`src/lsbb_pkg.sv`:
```
// Shared constants, encodings and types for the logic/shift/bit/branch unit
`default_nettype none
package lsbb_pkg;
	localparam int DATA_W = 8;
	localparam int PC_W = 15;
	localparam int INSTR_W = 14;
	localparam int ADDR_W = 7;
	localparam int OFS_W = 9;

	// Opcode fields, matched on the instruction's top bits
	localparam logic [5:0] OPC_AND_LIT = 6'h39;
	localparam logic [5:0] OPC_AND_REG = 6'h05;
	localparam logic [5:0] OPC_ASR = 6'h37;
	localparam logic [3:0] OPC_CLR_BIT = 4'h4;
	localparam logic [3:0] OPC_SET_BIT = 4'h5;
	localparam logic [4:0] OPC_PC_OFS = 5'h19;
	localparam logic [13:0] INSTR_PC_ACC = 14'h000B;

	// Field positions
	localparam int DEST_POS = 7;
	localparam int BIT_POS_LSB = 7;

	// Reset values
	localparam logic [PC_W-1:0] PC_RST = 15'h0000;
	localparam logic [DATA_W-1:0] ACC_RST = 8'h00;
	localparam logic DEST_ACC = 1'b0;

	typedef enum logic [2:0] {
		OP_NOP = 3'h0,
		OP_AND_LIT = 3'h1,
		OP_AND_REG = 3'h2,
		OP_ASR = 3'h3,
		OP_CLR = 3'h4,
		OP_SET = 3'h5,
		OP_JMP_K = 3'h6,
		OP_JMP_W = 3'h7
	} lsbb_op_t;

	typedef struct packed {
		lsbb_op_t op;
		logic dest;
		logic [ADDR_W-1:0] addr;
		logic [2:0] bitpos;
		logic [DATA_W-1:0] lit;
		logic [OFS_W-1:0] ofs;
	} lsbb_dec_t;

	// Split a raw instruction into its fields
	function automatic lsbb_dec_t lsbb_decode(input logic [INSTR_W-1:0] w);
		lsbb_dec_t d;
		d.op = OP_NOP;
		d.dest = w[DEST_POS];
		d.addr = w[ADDR_W-1:0];
		d.bitpos = w[BIT_POS_LSB+2:BIT_POS_LSB];
		d.lit = w[DATA_W-1:0];
		d.ofs = w[OFS_W-1:0];
		if (w[13:8] == OPC_AND_LIT)
			d.op = OP_AND_LIT;
		else if (w[13:8] == OPC_AND_REG)
			d.op = OP_AND_REG;
		else if (w[13:8] == OPC_ASR)
			d.op = OP_ASR;
		else if (w[13:10] == OPC_CLR_BIT)
			d.op = OP_CLR;
		else if (w[13:10] == OPC_SET_BIT)
			d.op = OP_SET;
		else if (w[13:9] == OPC_PC_OFS)
			d.op = OP_JMP_K;
		else if (w == INSTR_PC_ACC)
			d.op = OP_JMP_W;
		return d;
	endfunction : lsbb_decode
endpackage : lsbb_pkg
`default_nettype wire

```
`src/lsbb_alu.sv`:
```
// Data path: result, destination and flag effects of one operation
`default_nettype none
`timescale 1ns/1ns
module lsbb_alu (
	input wire lsbb_pkg::lsbb_op_t op,
	input wire logic dest,
	input wire logic [2:0] bitpos,
	input wire logic [lsbb_pkg::DATA_W-1:0] acc,
	input wire logic [lsbb_pkg::DATA_W-1:0] operand,
	output logic [lsbb_pkg::DATA_W-1:0] result,
	output logic to_acc,
	output logic to_reg,
	output logic zero_upd,
	output logic carry_upd,
	output logic carry
);
	// Operand is the literal or the register value read back
	always_comb
	begin
		result = operand;
		to_acc = 1'b0;
		to_reg = 1'b0;
		zero_upd = 1'b0;
		carry_upd = 1'b0;
		carry = operand[0];
		case (op)
			lsbb_pkg::OP_AND_LIT:
			begin
				result = acc & operand;
				to_acc = 1'b1;
				zero_upd = 1'b1;
			end
			lsbb_pkg::OP_AND_REG:
			begin
				result = acc & operand;
				to_acc = (dest == lsbb_pkg::DEST_ACC);
				to_reg = (dest != lsbb_pkg::DEST_ACC);
				zero_upd = 1'b1;
			end
			lsbb_pkg::OP_ASR:
			begin
				result = {operand[7], operand[7:1]};
				to_acc = (dest == lsbb_pkg::DEST_ACC);
				to_reg = (dest != lsbb_pkg::DEST_ACC);
				zero_upd = 1'b1;
				carry_upd = 1'b1;
			end
			lsbb_pkg::OP_CLR:
			begin
				result = operand & ~(8'h01 << bitpos);
				to_reg = 1'b1;
			end
			lsbb_pkg::OP_SET:
			begin
				result = operand | (8'h01 << bitpos);
				to_reg = 1'b1;
			end
			default:
			begin
				result = operand;
			end
		endcase
	end
endmodule : lsbb_alu
`default_nettype wire

```
`src/lsbb_exec.sv`:
```
// Execution unit for AND, arithmetic shift, bit set/clear and branches
`default_nettype none
`timescale 1ns/1ns
// Function
// - literal AND into accumulator, zero flag only
// - accumulator AND register, zero flag only
// - destination bit picks accumulator or register
// - arithmetic right shift, low bit to carry
// - shift result honours destination bit
// - clear one register bit, flags untouched
// - set one register bit, flags untouched
// - signed 9-bit offset jump, two cycles
// - unsigned accumulator offset jump, two cycles
// - jump second cycle executes as no-op
module lsbb_exec (
	input wire logic clock,
	input wire logic sys_rst,
	input wire logic [lsbb_pkg::INSTR_W-1:0] instr,
	input wire logic instr_valid,
	output logic instr_ready,
	output logic retire,
	output logic [lsbb_pkg::PC_W-1:0] pc,
	output logic [lsbb_pkg::DATA_W-1:0] acc,
	output logic zero_flag,
	output logic carry_flag,
	output logic [lsbb_pkg::ADDR_W-1:0] reg_addr,
	output logic reg_rd_en,
	input wire logic [lsbb_pkg::DATA_W-1:0] reg_rd_data,
	output logic reg_wr_en,
	output logic [lsbb_pkg::DATA_W-1:0] reg_wr_data
);
	typedef enum logic [3:0] {
		ST_IDLE = 4'b0001,
		ST_READ = 4'b0010,
		ST_EXEC = 4'b0100,
		ST_NOP = 4'b1000
	} lsbb_state_t;

	lsbb_state_t state;
	lsbb_state_t next_state;
	lsbb_pkg::lsbb_dec_t dec;
	lsbb_pkg::lsbb_dec_t cur;
	logic accept;
	logic is_reg_op;
	logic is_jump;
	lsbb_pkg::lsbb_op_t alu_op;
	logic alu_dest;
	logic [2:0] alu_bit;
	logic [lsbb_pkg::DATA_W-1:0] alu_operand;
	logic [lsbb_pkg::DATA_W-1:0] alu_result;
	logic alu_to_acc;
	logic alu_to_reg;
	logic alu_zero_upd;
	logic alu_carry_upd;
	logic alu_carry;
	logic alu_apply;
	logic [lsbb_pkg::PC_W-1:0] pc_inc;
	logic [lsbb_pkg::PC_W-1:0] next_pc;
	logic [lsbb_pkg::PC_W-1:0] ofs_sext;
	logic [lsbb_pkg::PC_W-1:0] acc_ext;

	// Decode of the incoming word and the acceptance handshake
	assign dec = lsbb_pkg::lsbb_decode(instr);
	assign accept = instr_valid && instr_ready;
	assign is_reg_op = (dec.op == lsbb_pkg::OP_AND_REG) ||
		(dec.op == lsbb_pkg::OP_ASR) || (dec.op == lsbb_pkg::OP_CLR) ||
		(dec.op == lsbb_pkg::OP_SET);
	assign is_jump = (dec.op == lsbb_pkg::OP_JMP_K) ||
		(dec.op == lsbb_pkg::OP_JMP_W);

	// Literal ops run at acceptance, register ops once the read returns
	assign alu_op = (state == ST_EXEC) ? cur.op : dec.op;
	assign alu_dest = (state == ST_EXEC) ? cur.dest : dec.dest;
	assign alu_bit = (state == ST_EXEC) ? cur.bitpos : dec.bitpos;
	assign alu_operand = (state == ST_EXEC) ? reg_rd_data : dec.lit;
	assign alu_apply = (state == ST_EXEC) ||
		(accept && dec.op == lsbb_pkg::OP_AND_LIT);

	lsbb_alu u_alu (
		.op(alu_op),
		.dest(alu_dest),
		.bitpos(alu_bit),
		.acc(acc),
		.operand(alu_operand),
		.result(alu_result),
		.to_acc(alu_to_acc),
		.to_reg(alu_to_reg),
		.zero_upd(alu_zero_upd),
		.carry_upd(alu_carry_upd),
		.carry(alu_carry)
	);

	// Offsets widened to counter size before the add
	// Accumulator offset is unsigned, so it only ever jumps forward
	assign ofs_sext = {{(lsbb_pkg::PC_W - lsbb_pkg::OFS_W)
		{dec.ofs[lsbb_pkg::OFS_W-1]}}, dec.ofs};
	assign acc_ext = {{(lsbb_pkg::PC_W - lsbb_pkg::DATA_W){1'b0}},
		acc};

	// Fetch has already moved the counter on, so targets start at pc + 1
	// Targets wrap at the top of the counter, as the rules allow
	assign pc_inc = pc + 15'h0001;
	always_comb
	begin
		next_pc = pc_inc;
		case (dec.op)
			lsbb_pkg::OP_JMP_K:
				next_pc = pc_inc + ofs_sext;
			lsbb_pkg::OP_JMP_W:
				next_pc = pc_inc + acc_ext;
			default:
				next_pc = pc_inc;
		endcase
	end

	// Sequencing: one cycle for literals, three for register ops
	always_comb
	begin
		next_state = state;
		case (state)
			ST_IDLE:
				if (accept && is_reg_op)
					next_state = ST_READ;
				else if (accept && is_jump)
					next_state = ST_NOP;
			ST_READ:
				next_state = ST_EXEC;
			ST_EXEC:
				next_state = ST_IDLE;
			ST_NOP:
				next_state = ST_IDLE;
			default:
				next_state = ST_IDLE;
		endcase
	end

	// State and ready share one edge so ready is a clean flop
	always_ff @(posedge clock or posedge sys_rst)
	begin
		if (sys_rst)
		begin
			state <= ST_IDLE;
			instr_ready <= 1'b1;
		end
		else
		begin
			state <= next_state;
			instr_ready <= (next_state == ST_IDLE);
		end
	end

	// Hold the decoded register op while the read is in flight
	always_ff @(posedge clock or posedge sys_rst)
	begin
		if (sys_rst)
			cur <= '0;
		else if (accept)
			cur <= dec;
	end

	// Program counter moves once per accepted instruction
	always_ff @(posedge clock or posedge sys_rst)
	begin
		if (sys_rst)
			pc <= lsbb_pkg::PC_RST;
		else if (accept)
			pc <= next_pc;
	end

	// Accumulator and flags; jumps and bit ops leave flags alone
	always_ff @(posedge clock or posedge sys_rst)
	begin
		if (sys_rst)
		begin
			acc <= lsbb_pkg::ACC_RST;
			zero_flag <= 1'b0;
			carry_flag <= 1'b0;
		end
		else if (alu_apply)
		begin
			// A literal AND beside a pending write touches only acc and the zero flag
			if (alu_to_acc)
				acc <= alu_result;
			if (alu_zero_upd)
				zero_flag <= (alu_result == 8'h00);
			if (alu_carry_upd)
				carry_flag <= alu_carry;
		end
	end

	// Register file port: read one cycle, write back after exec
	always_ff @(posedge clock or posedge sys_rst)
	begin
		if (sys_rst)
		begin
			reg_addr <= 7'h00;
			reg_rd_en <= 1'b0;
			reg_wr_en <= 1'b0;
			reg_wr_data <= 8'h00;
		end
		else
		begin
			reg_rd_en <= accept && is_reg_op;
			if (accept && is_reg_op)
				reg_addr <= dec.addr;
			// No write at all when the accumulator is the target
			reg_wr_en <= (state == ST_EXEC) && alu_to_reg;
			if (state == ST_EXEC)
				reg_wr_data <= alu_result;
		end
	end

	// Retire pulse marks the end of every instruction, no-op included
	always_ff @(posedge clock or posedge sys_rst)
	begin
		if (sys_rst)
			retire <= 1'b0;
		else
			retire <= (accept && !is_reg_op && !is_jump) ||
				(state == ST_EXEC) || (state == ST_NOP);
	end
endmodule : lsbb_exec
`default_nettype wire

```
`config.mk`:
```
export PLATFORM = sky130hd
export DESIGN_NAME = lsbb_exec
export DESIGN_NICKNAME = d
export VERILOG_FILES = /design/src/lsbb_pkg.sv /design/src/lsbb_alu.sv /design/src/lsbb_exec.sv
export SDC_FILE = /design/constraint.sdc
export NUM_CORES = 1
export LEC_CHECK = 0
export ABC_AREA = 1
export BUFFER_PORTS_ARGS = -buffer_cell sky130_fd_sc_hd__buf_2
export CORE_MARGIN = 2
export CORE_UTILIZATION = 57
export DETAILED_ROUTE_END_ITERATION = 10
export PLACE_DENSITY = 0.78
export SLEW_MARGIN = 20
export SYNTH_ARGS = -nofsm -noshare
export SYNTH_HDL_FRONTEND = slang
export SYNTH_HIERARCHICAL = 1
export SYNTH_SLANG_ARGS = --single-unit
```
`constraint.sdc`:
```
create_clock -name clock -period 3.85 [get_ports clock]
set_clock_uncertainty 0.1 [all_clocks]
set_input_delay 0.5775 -clock clock [delete_from_list [all_inputs] [get_ports clock]]
set_output_delay 0.5775 -clock clock [all_outputs]
set_load 0.01 [all_outputs]
```
Word-level counts from Yosys, hierarchy flattened
Index checks and enable logic that the tools add are counted.

Bits in writable memories: 0. Logic and storage cells: 91. Bits in latches: 0. Flip-flop bits (word level): 55. Memory bits (read-only): 0. Output and inout port bits: 44. Memories kept: 0. Input bits: 25.

$lt $le $gt $ge: 0. Div/mod/pow operators: 0. Multipliers: 0. Add/subtract/negate cells: 3. Mux-type cells: 20. Shift operators: 1. Reductions and logical operators: 24. Bitwise operators: 5. Eq/ne operators: 24.

Operators with widths (number): 8-bit one-hot mux with 4 select lines (1); 15-bit one-hot mux with 2 select lines (1); 3-bit two-way mux (9); 3-bit == test, second input constant (6); 8-bit AND (2); 15-bit by 1-bit adder with 15-bit output, second input constant (1); 15-bit adder (1); 15-bit by 8-bit adder with 15-bit output (1); 14-bit by 4-bit == test with 1-bit output, second input constant (1); 3-bit by 2-bit == test with 1-bit output, second input constant (4); 4-bit by 3-bit == test with 1-bit output, second input constant (3); 6-bit == test, second input constant (2); 4-bit by 1-bit == test with 1-bit output, second input constant (2); 8-bit zero test (1); 4-bit two-way mux (2); 8-bit two-way mux (1); 8-bit inverter (1); 8-bit OR (1); 4-bit one-hot mux with 2 select lines (1); 1-bit by 3-bit left shift with 8-bit output, first input constant (1); 1-bit logical AND (7); 1-bit logical OR (7); 3-bit by 1-bit == test with 1-bit output, second input constant (2); 6-bit by 3-bit == test with 1-bit output, second input constant (1); other kinds (10) (18).

Depth between registers and ports, before layout
Depth after elaboration: 17. Gate-level depth with buffers: 23. Gate-level depth less buffers: 23.

Cells and area by module
The synthesis kept the hierarchy.

By module, submodules not included: lsbb_exec (area an instance 3598.5 um2, times used 1, cells each 483, sequential area each 1353.8 um2); lsbb_alu (area an instance 540.5 um2, times used 1, cells each 119, sequential area each 0.0 um2).

Least setup slack after synthesis
No wires, ideal clock.

Path kind: input-to-reg. Start point: in instr[11] (netlist name). End point: reg zero_flag. Library setup time: 0.110 ns. Stages on the path: 19. Path buffers: 0. Setup slack: 0.843 ns. Arrival: 2.797 ns. Required time: 3.640 ns. Path through: inv_1 nand2_2 inv_1 nand3_1 nor3_2 nand2_2 o21ai_4 a31oi_1 o21ai_0 inv_2 nand3_1 nand3_4 nand2_1 nand2_1 nand2_1 nand2_1 inv_1 nand4_1 o41ai_1.

Word-level cells in the longest chain between the ends: 13. Elaborated cells between the ends (all ways): 29. Those cells by class: eq/ne (13); mux (10); reduce/logical (6).

RTL lines: start, declared (RTL line lsbb_exec.sv:18) `input wire logic [lsbb_pkg::INSTR_W-1:0] instr,`; 14-bit by 4-bit == test with 1-bit output (RTL line lsbb_pkg.sv:69) `else if (w == INSTR_PC_ACC)`; 3-bit two-way mux (RTL line lsbb_pkg.sv:69); 3-bit two-way mux (RTL line lsbb_pkg.sv:67) `else if (w[13:9] == OPC_PC_OFS)`; 3-bit two-way mux (RTL line lsbb_pkg.sv:65) `else if (w[13:10] == OPC_SET_BIT)`; 3-bit two-way mux (RTL line lsbb_pkg.sv:63) `else if (w[13:10] == OPC_CLR_BIT)`; 3-bit two-way mux (RTL line lsbb_pkg.sv:61) `else if (w[13:8] == OPC_ASR)`; 3-bit two-way mux (RTL line lsbb_pkg.sv:59) `else if (w[13:8] == OPC_AND_REG)`; 3-bit two-way mux * (RTL line lsbb_pkg.sv:57) `if (w[13:8] == OPC_AND_LIT)`; 3-bit two-way mux * (RTL line lsbb_exec.sv:72) `assign alu_op = (state == ST_EXEC) ? cur.op : dec.op;`; named net alu_op[2] (RTL line lsbb_exec.sv:46) `lsbb_pkg::lsbb_op_t alu_op;`; 3-bit by 1-bit == test with 1-bit output / 3-bit by 2-bit == test with 1-bit output (equally long branches) (RTL line lsbb_alu.sv:26) `case (op)`; 2-bit OR reduction (no source line); 8-bit one-hot mux with 4 select lines * (RTL line lsbb_alu.sv:26); named net alu_result, one bit (RTL line lsbb_exec.sv:50) `logic [lsbb_pkg::DATA_W-1:0] alu_result;`; 8-bit zero test * (RTL line lsbb_exec.sv:185) `zero_flag <= (alu_result == 8'h00);`; end signal, assigned (RTL line lsbb_exec.sv:185); end, declared (RTL line lsbb_exec.sv:24) `output logic zero_flag,`.

Mark *: on every way through the listed nets, which the timed path passes. The rest lies on a longest branch. A chain may end at the register's enable or synchronous reset.

Worst setup path in the final report
Start point: reg state[0]. End point: reg zero_flag.

Elaborated cells between the ends (all ways): 21. Those cells by class: eq/ne (6); shift (1); mux (5); bitwise (4); reduce/logical (5).

RTL lines: start, declared (RTL line lsbb_exec.sv:39) `lsbb_state_t state;`; start signal, assigned (RTL line lsbb_exec.sv:147) `state <= next_state;`; 4-bit by 3-bit == test with 1-bit output * (RTL line lsbb_exec.sv:72); 3-bit two-way mux * (RTL line lsbb_exec.sv:72); named net alu_op[0] (RTL line lsbb_exec.sv:46); 3-bit by 1-bit == test with 1-bit output / 3-bit by 2-bit == test with 1-bit output (equally long branches) (RTL line lsbb_alu.sv:26); 2-bit OR reduction (no source line); 8-bit one-hot mux with 4 select lines * (RTL line lsbb_alu.sv:26); named net alu_result, one bit (RTL line lsbb_exec.sv:50); 8-bit zero test * (RTL line lsbb_exec.sv:185).

Marks and branches as above.

==> run_results.csv <==
group,metric,value,unit
cts,numCtsBuffers,5,
floorplanning,std_cell_rows,31,
route,vias,4112,
pwr,leakage,2.46,nW
sta,fmax,301,MHz
pwr,seq_power_share,35.8,%
route,wirelength,10800,um
global_routing,grt_max_degree,32,
cts,holdBufCountCts,0,
synth,synthCells,602,
final_layout,n_antenna_cell,0,
route,dr.pass1.iters,6,
synth,synth_seq_area_share,32.7,%
place,dpl.cell_count,760,
cts,clock_latency,310,ps
route,drcViolationCount,0,
critical_path,worstSetupPathType,"flop to flop",
cts,ctsRootBufferMaster,"clkbuf_8",
pwr,pwr-share-clk,15.7,%
synth,syn_area,0.00414,mm2
pwr,p_per_area,479,mW/mm2
synth,syn-num-nets,643,
sta,worst_pin_slew,1060,ps
floorplanning,io_pins,69,
floorplanning,die_area,0.00796,mm2
final_layout,synthToLayoutAreaGrowth,12.8,%
place,globalplace.congestion,0.951,
critical_path,start_kind,"flop",
global_routing,grt_remaining_overflow,0,
sta,fin_crit_sh,86.3,%
critical_path,worstPathMaxFanout,10,
run_status,status,"complete, no violations",
min_path,hp-class,"input port to asynchronous set/reset pin",
global_routing,grt_pass1_vias,3785,
pwr,vdd_drop_max,0.264,mV
final_layout,drive_above_1_share,19.6,%
route,vias_per_cell,5.35,
final_layout,nets,709,
pwr,internal-power,1.24,mW
sta,rsz0062_at_grt,"false",
cts,tritoncts,"yes",
route,wl_per_cell,14.1,um
pwr,p_switching,0.995,mW
global_routing,antenna_found_initial,0,
job,drv_cap,0,
sta,hold_viol_final,0,
cts,clk_pin_slew,110,ps
global_routing,grt_use_total,28.5,%
floorplanning,fp.coreArea,0.00714,mm2
place,port_buffers,68,
cts,cts_resized,0,
final_layout,stdcell_count,768,
sta,slew_headroom,28.9,%
synth,synth.avg_cell_area,6.88,um2
sta,setup-violations-final,0,
critical_path,crit_path_end_kind,"flop",
floorplanning,die_x,89.2,um
critical_path,crit_required,3970,ps
route,drt_iter0_drc,260,
global_routing,grt_pass1_wl,17700,um
sta,setup_tns,0,ps
cts,cts_setup_buffers,0,
cts,clock_sinks,54,
cts,clock_path_buffers,2,
route,ant_nets,0,
final_layout,final_common_cell,"nand2_1",
sta,period_needed,3320,ps
synth,ys_seq_elements,54,
pwr,comb_power_share,48.5,%
critical_path,arrival,3440,ps
synth,ys_types,51,
synth,yosys_warnings,6,
cts,htreeDepth,2,
place,dp_hpwl,8470,um
pwr,swShare,44.5,%
final_layout,final_cell_mix,"194 x nand2_1, 75 x inv_1, 68 x buf_2",
sta,slew_violations,0,
floorplanning,die_y,89.2,um
floorplanning,initial_core_util,58.0,%
-- synth_stat cells (all sizes together) --
library cell,n,area (um2)
a31oi,4,25.0
inv,83,314
nor4,1,6.26
nand3b,2,15.0
dfstp,2,52.6
nand2,209,832
o41ai,1,8.76
o211ai,4,35.0
o22ai,1,6.26
o21ai,50,265
ha,15,188
buf,6,38.8
dfrtp,52,1300
o31ai,2,20.0
a21boi,5,37.5
or2,1,6.26
o21a,1,7.51
xnor2,1,8.76
nand4,8,50.1
o311ai,1,8.76
a22oi,3,27.5
nor2,48,218
fa,1,20.0
nand3,39,243
and2,1,6.26
xor2,13,114
a21oi,25,125
xor3,1,23.8
a21o,1,7.51
nor3,9,66.3
clkinv,1,5.00
clkbuf,8,30.0
o221ai,3,26.3
-- cells by family after synthesis --
| group | count (synthesis) | synth area share, % |
|---|---|---|
| simple gates | 318 | 34.9 |
| fa+ha+maj | 16 | 5.02 |
| xor+xnor | 15 | 3.54 |
| compound gates | 101 | 14.5 |
| flops | 54 | 32.7 |
| buf+inv | 98 | 9.37 |
-- power by group through the flow --
stage                     logic (mW)  clock network, mW  registers, mW
after floorplan                0.746                  0          0.841
after global placement          1.05                  0          0.806
after detailed placement        1.07                  0          0.810
after CTS                       1.08              0.357          0.800
after global routing            1.24              0.377          0.820
final                           1.08              0.352          0.800
-- flip-flops by register name (all words and copies together) (netlist names) --
register / flops
pc: 15
reg_rd_en: 1
reg_addr: 7
state: 4
reg_wr_en: 1
zero_flag: 1
cur: 6
instr_ready: 1
retire: 1
reg_wr_data: 8
carry_flag: 1
acc: 8
-- area by class of cell --
cell class / instances / area [um2]
fillers: 663 / 2470
multi-input cells: 450 / 2400
flip-flops and latches: 54 / 1350
repair buffers: 73 / 378
inverters: 84 / 319
well taps: 99 / 124
clock buffers: 7 / 86.3
clock inverters: 1 / 8.76
-- critical path, cell delays in order, from the launching register on --
cell	delay, ps
dfstp_2	390
nor2_1	140
inv_1	60
nor3_2	150
buf_4	200
inv_1	160
o21ai_0	740
inv_2	110
nand3_2	220
nand3_4	140
nand2_1	90
nand2_1	50
nand2_1	70
nand2_1	60
inv_1	100
nand4_1	110
o41ai_1	330
-- metal layers --
layer | wire (um) | track usage [%] | vias to the layer above
li1 | - | - | 2067
met1 | 5070 | 41.0 | 1865
met2 | 4750 | 43.2 | 161
met3 | 765 | 5.54 | 19
met4 | 219 | 8.82 | 0
met5 | 0 | 0 | -
-- per-stage QoR --
step / utilization (%) / hold WS (ps) / worst slack, ps / cell area [um2] / total power [mW]
final: 65.4 / 190 / 528 / 4670 / 2.24
after global routing: 65.4 / 234 / 204 / 4670 / 2.44
after CTS: 65.4 / 211 / 579 / 4670 / 2.24
after detailed placement: 64.1 / 375 / 224 / 4570 / 1.88
after global placement: 64.1 / 367 / 437 / 4570 / 1.86
after floorplan: - / 353 / 843 / 4140 / 1.59
-- final timing paths --
check / start / to / slack [ps] / depth (start not counted)
min reg2reg: reg_addr[6] / reg_addr[6] / 400 / 2
min: sys_rst / pc[1] / 190 / 2
max reg2reg: state[0] / zero_flag / 530 / 16
max in group asynchronous: sys_rst / instr_ready / 2600 / 3
min in group clock: reg_addr[6] / reg_addr[6] / 400 / 2
max: state[0] / zero_flag / 530 / 16
No activity file was read; power rests on OpenSTA's default activity.
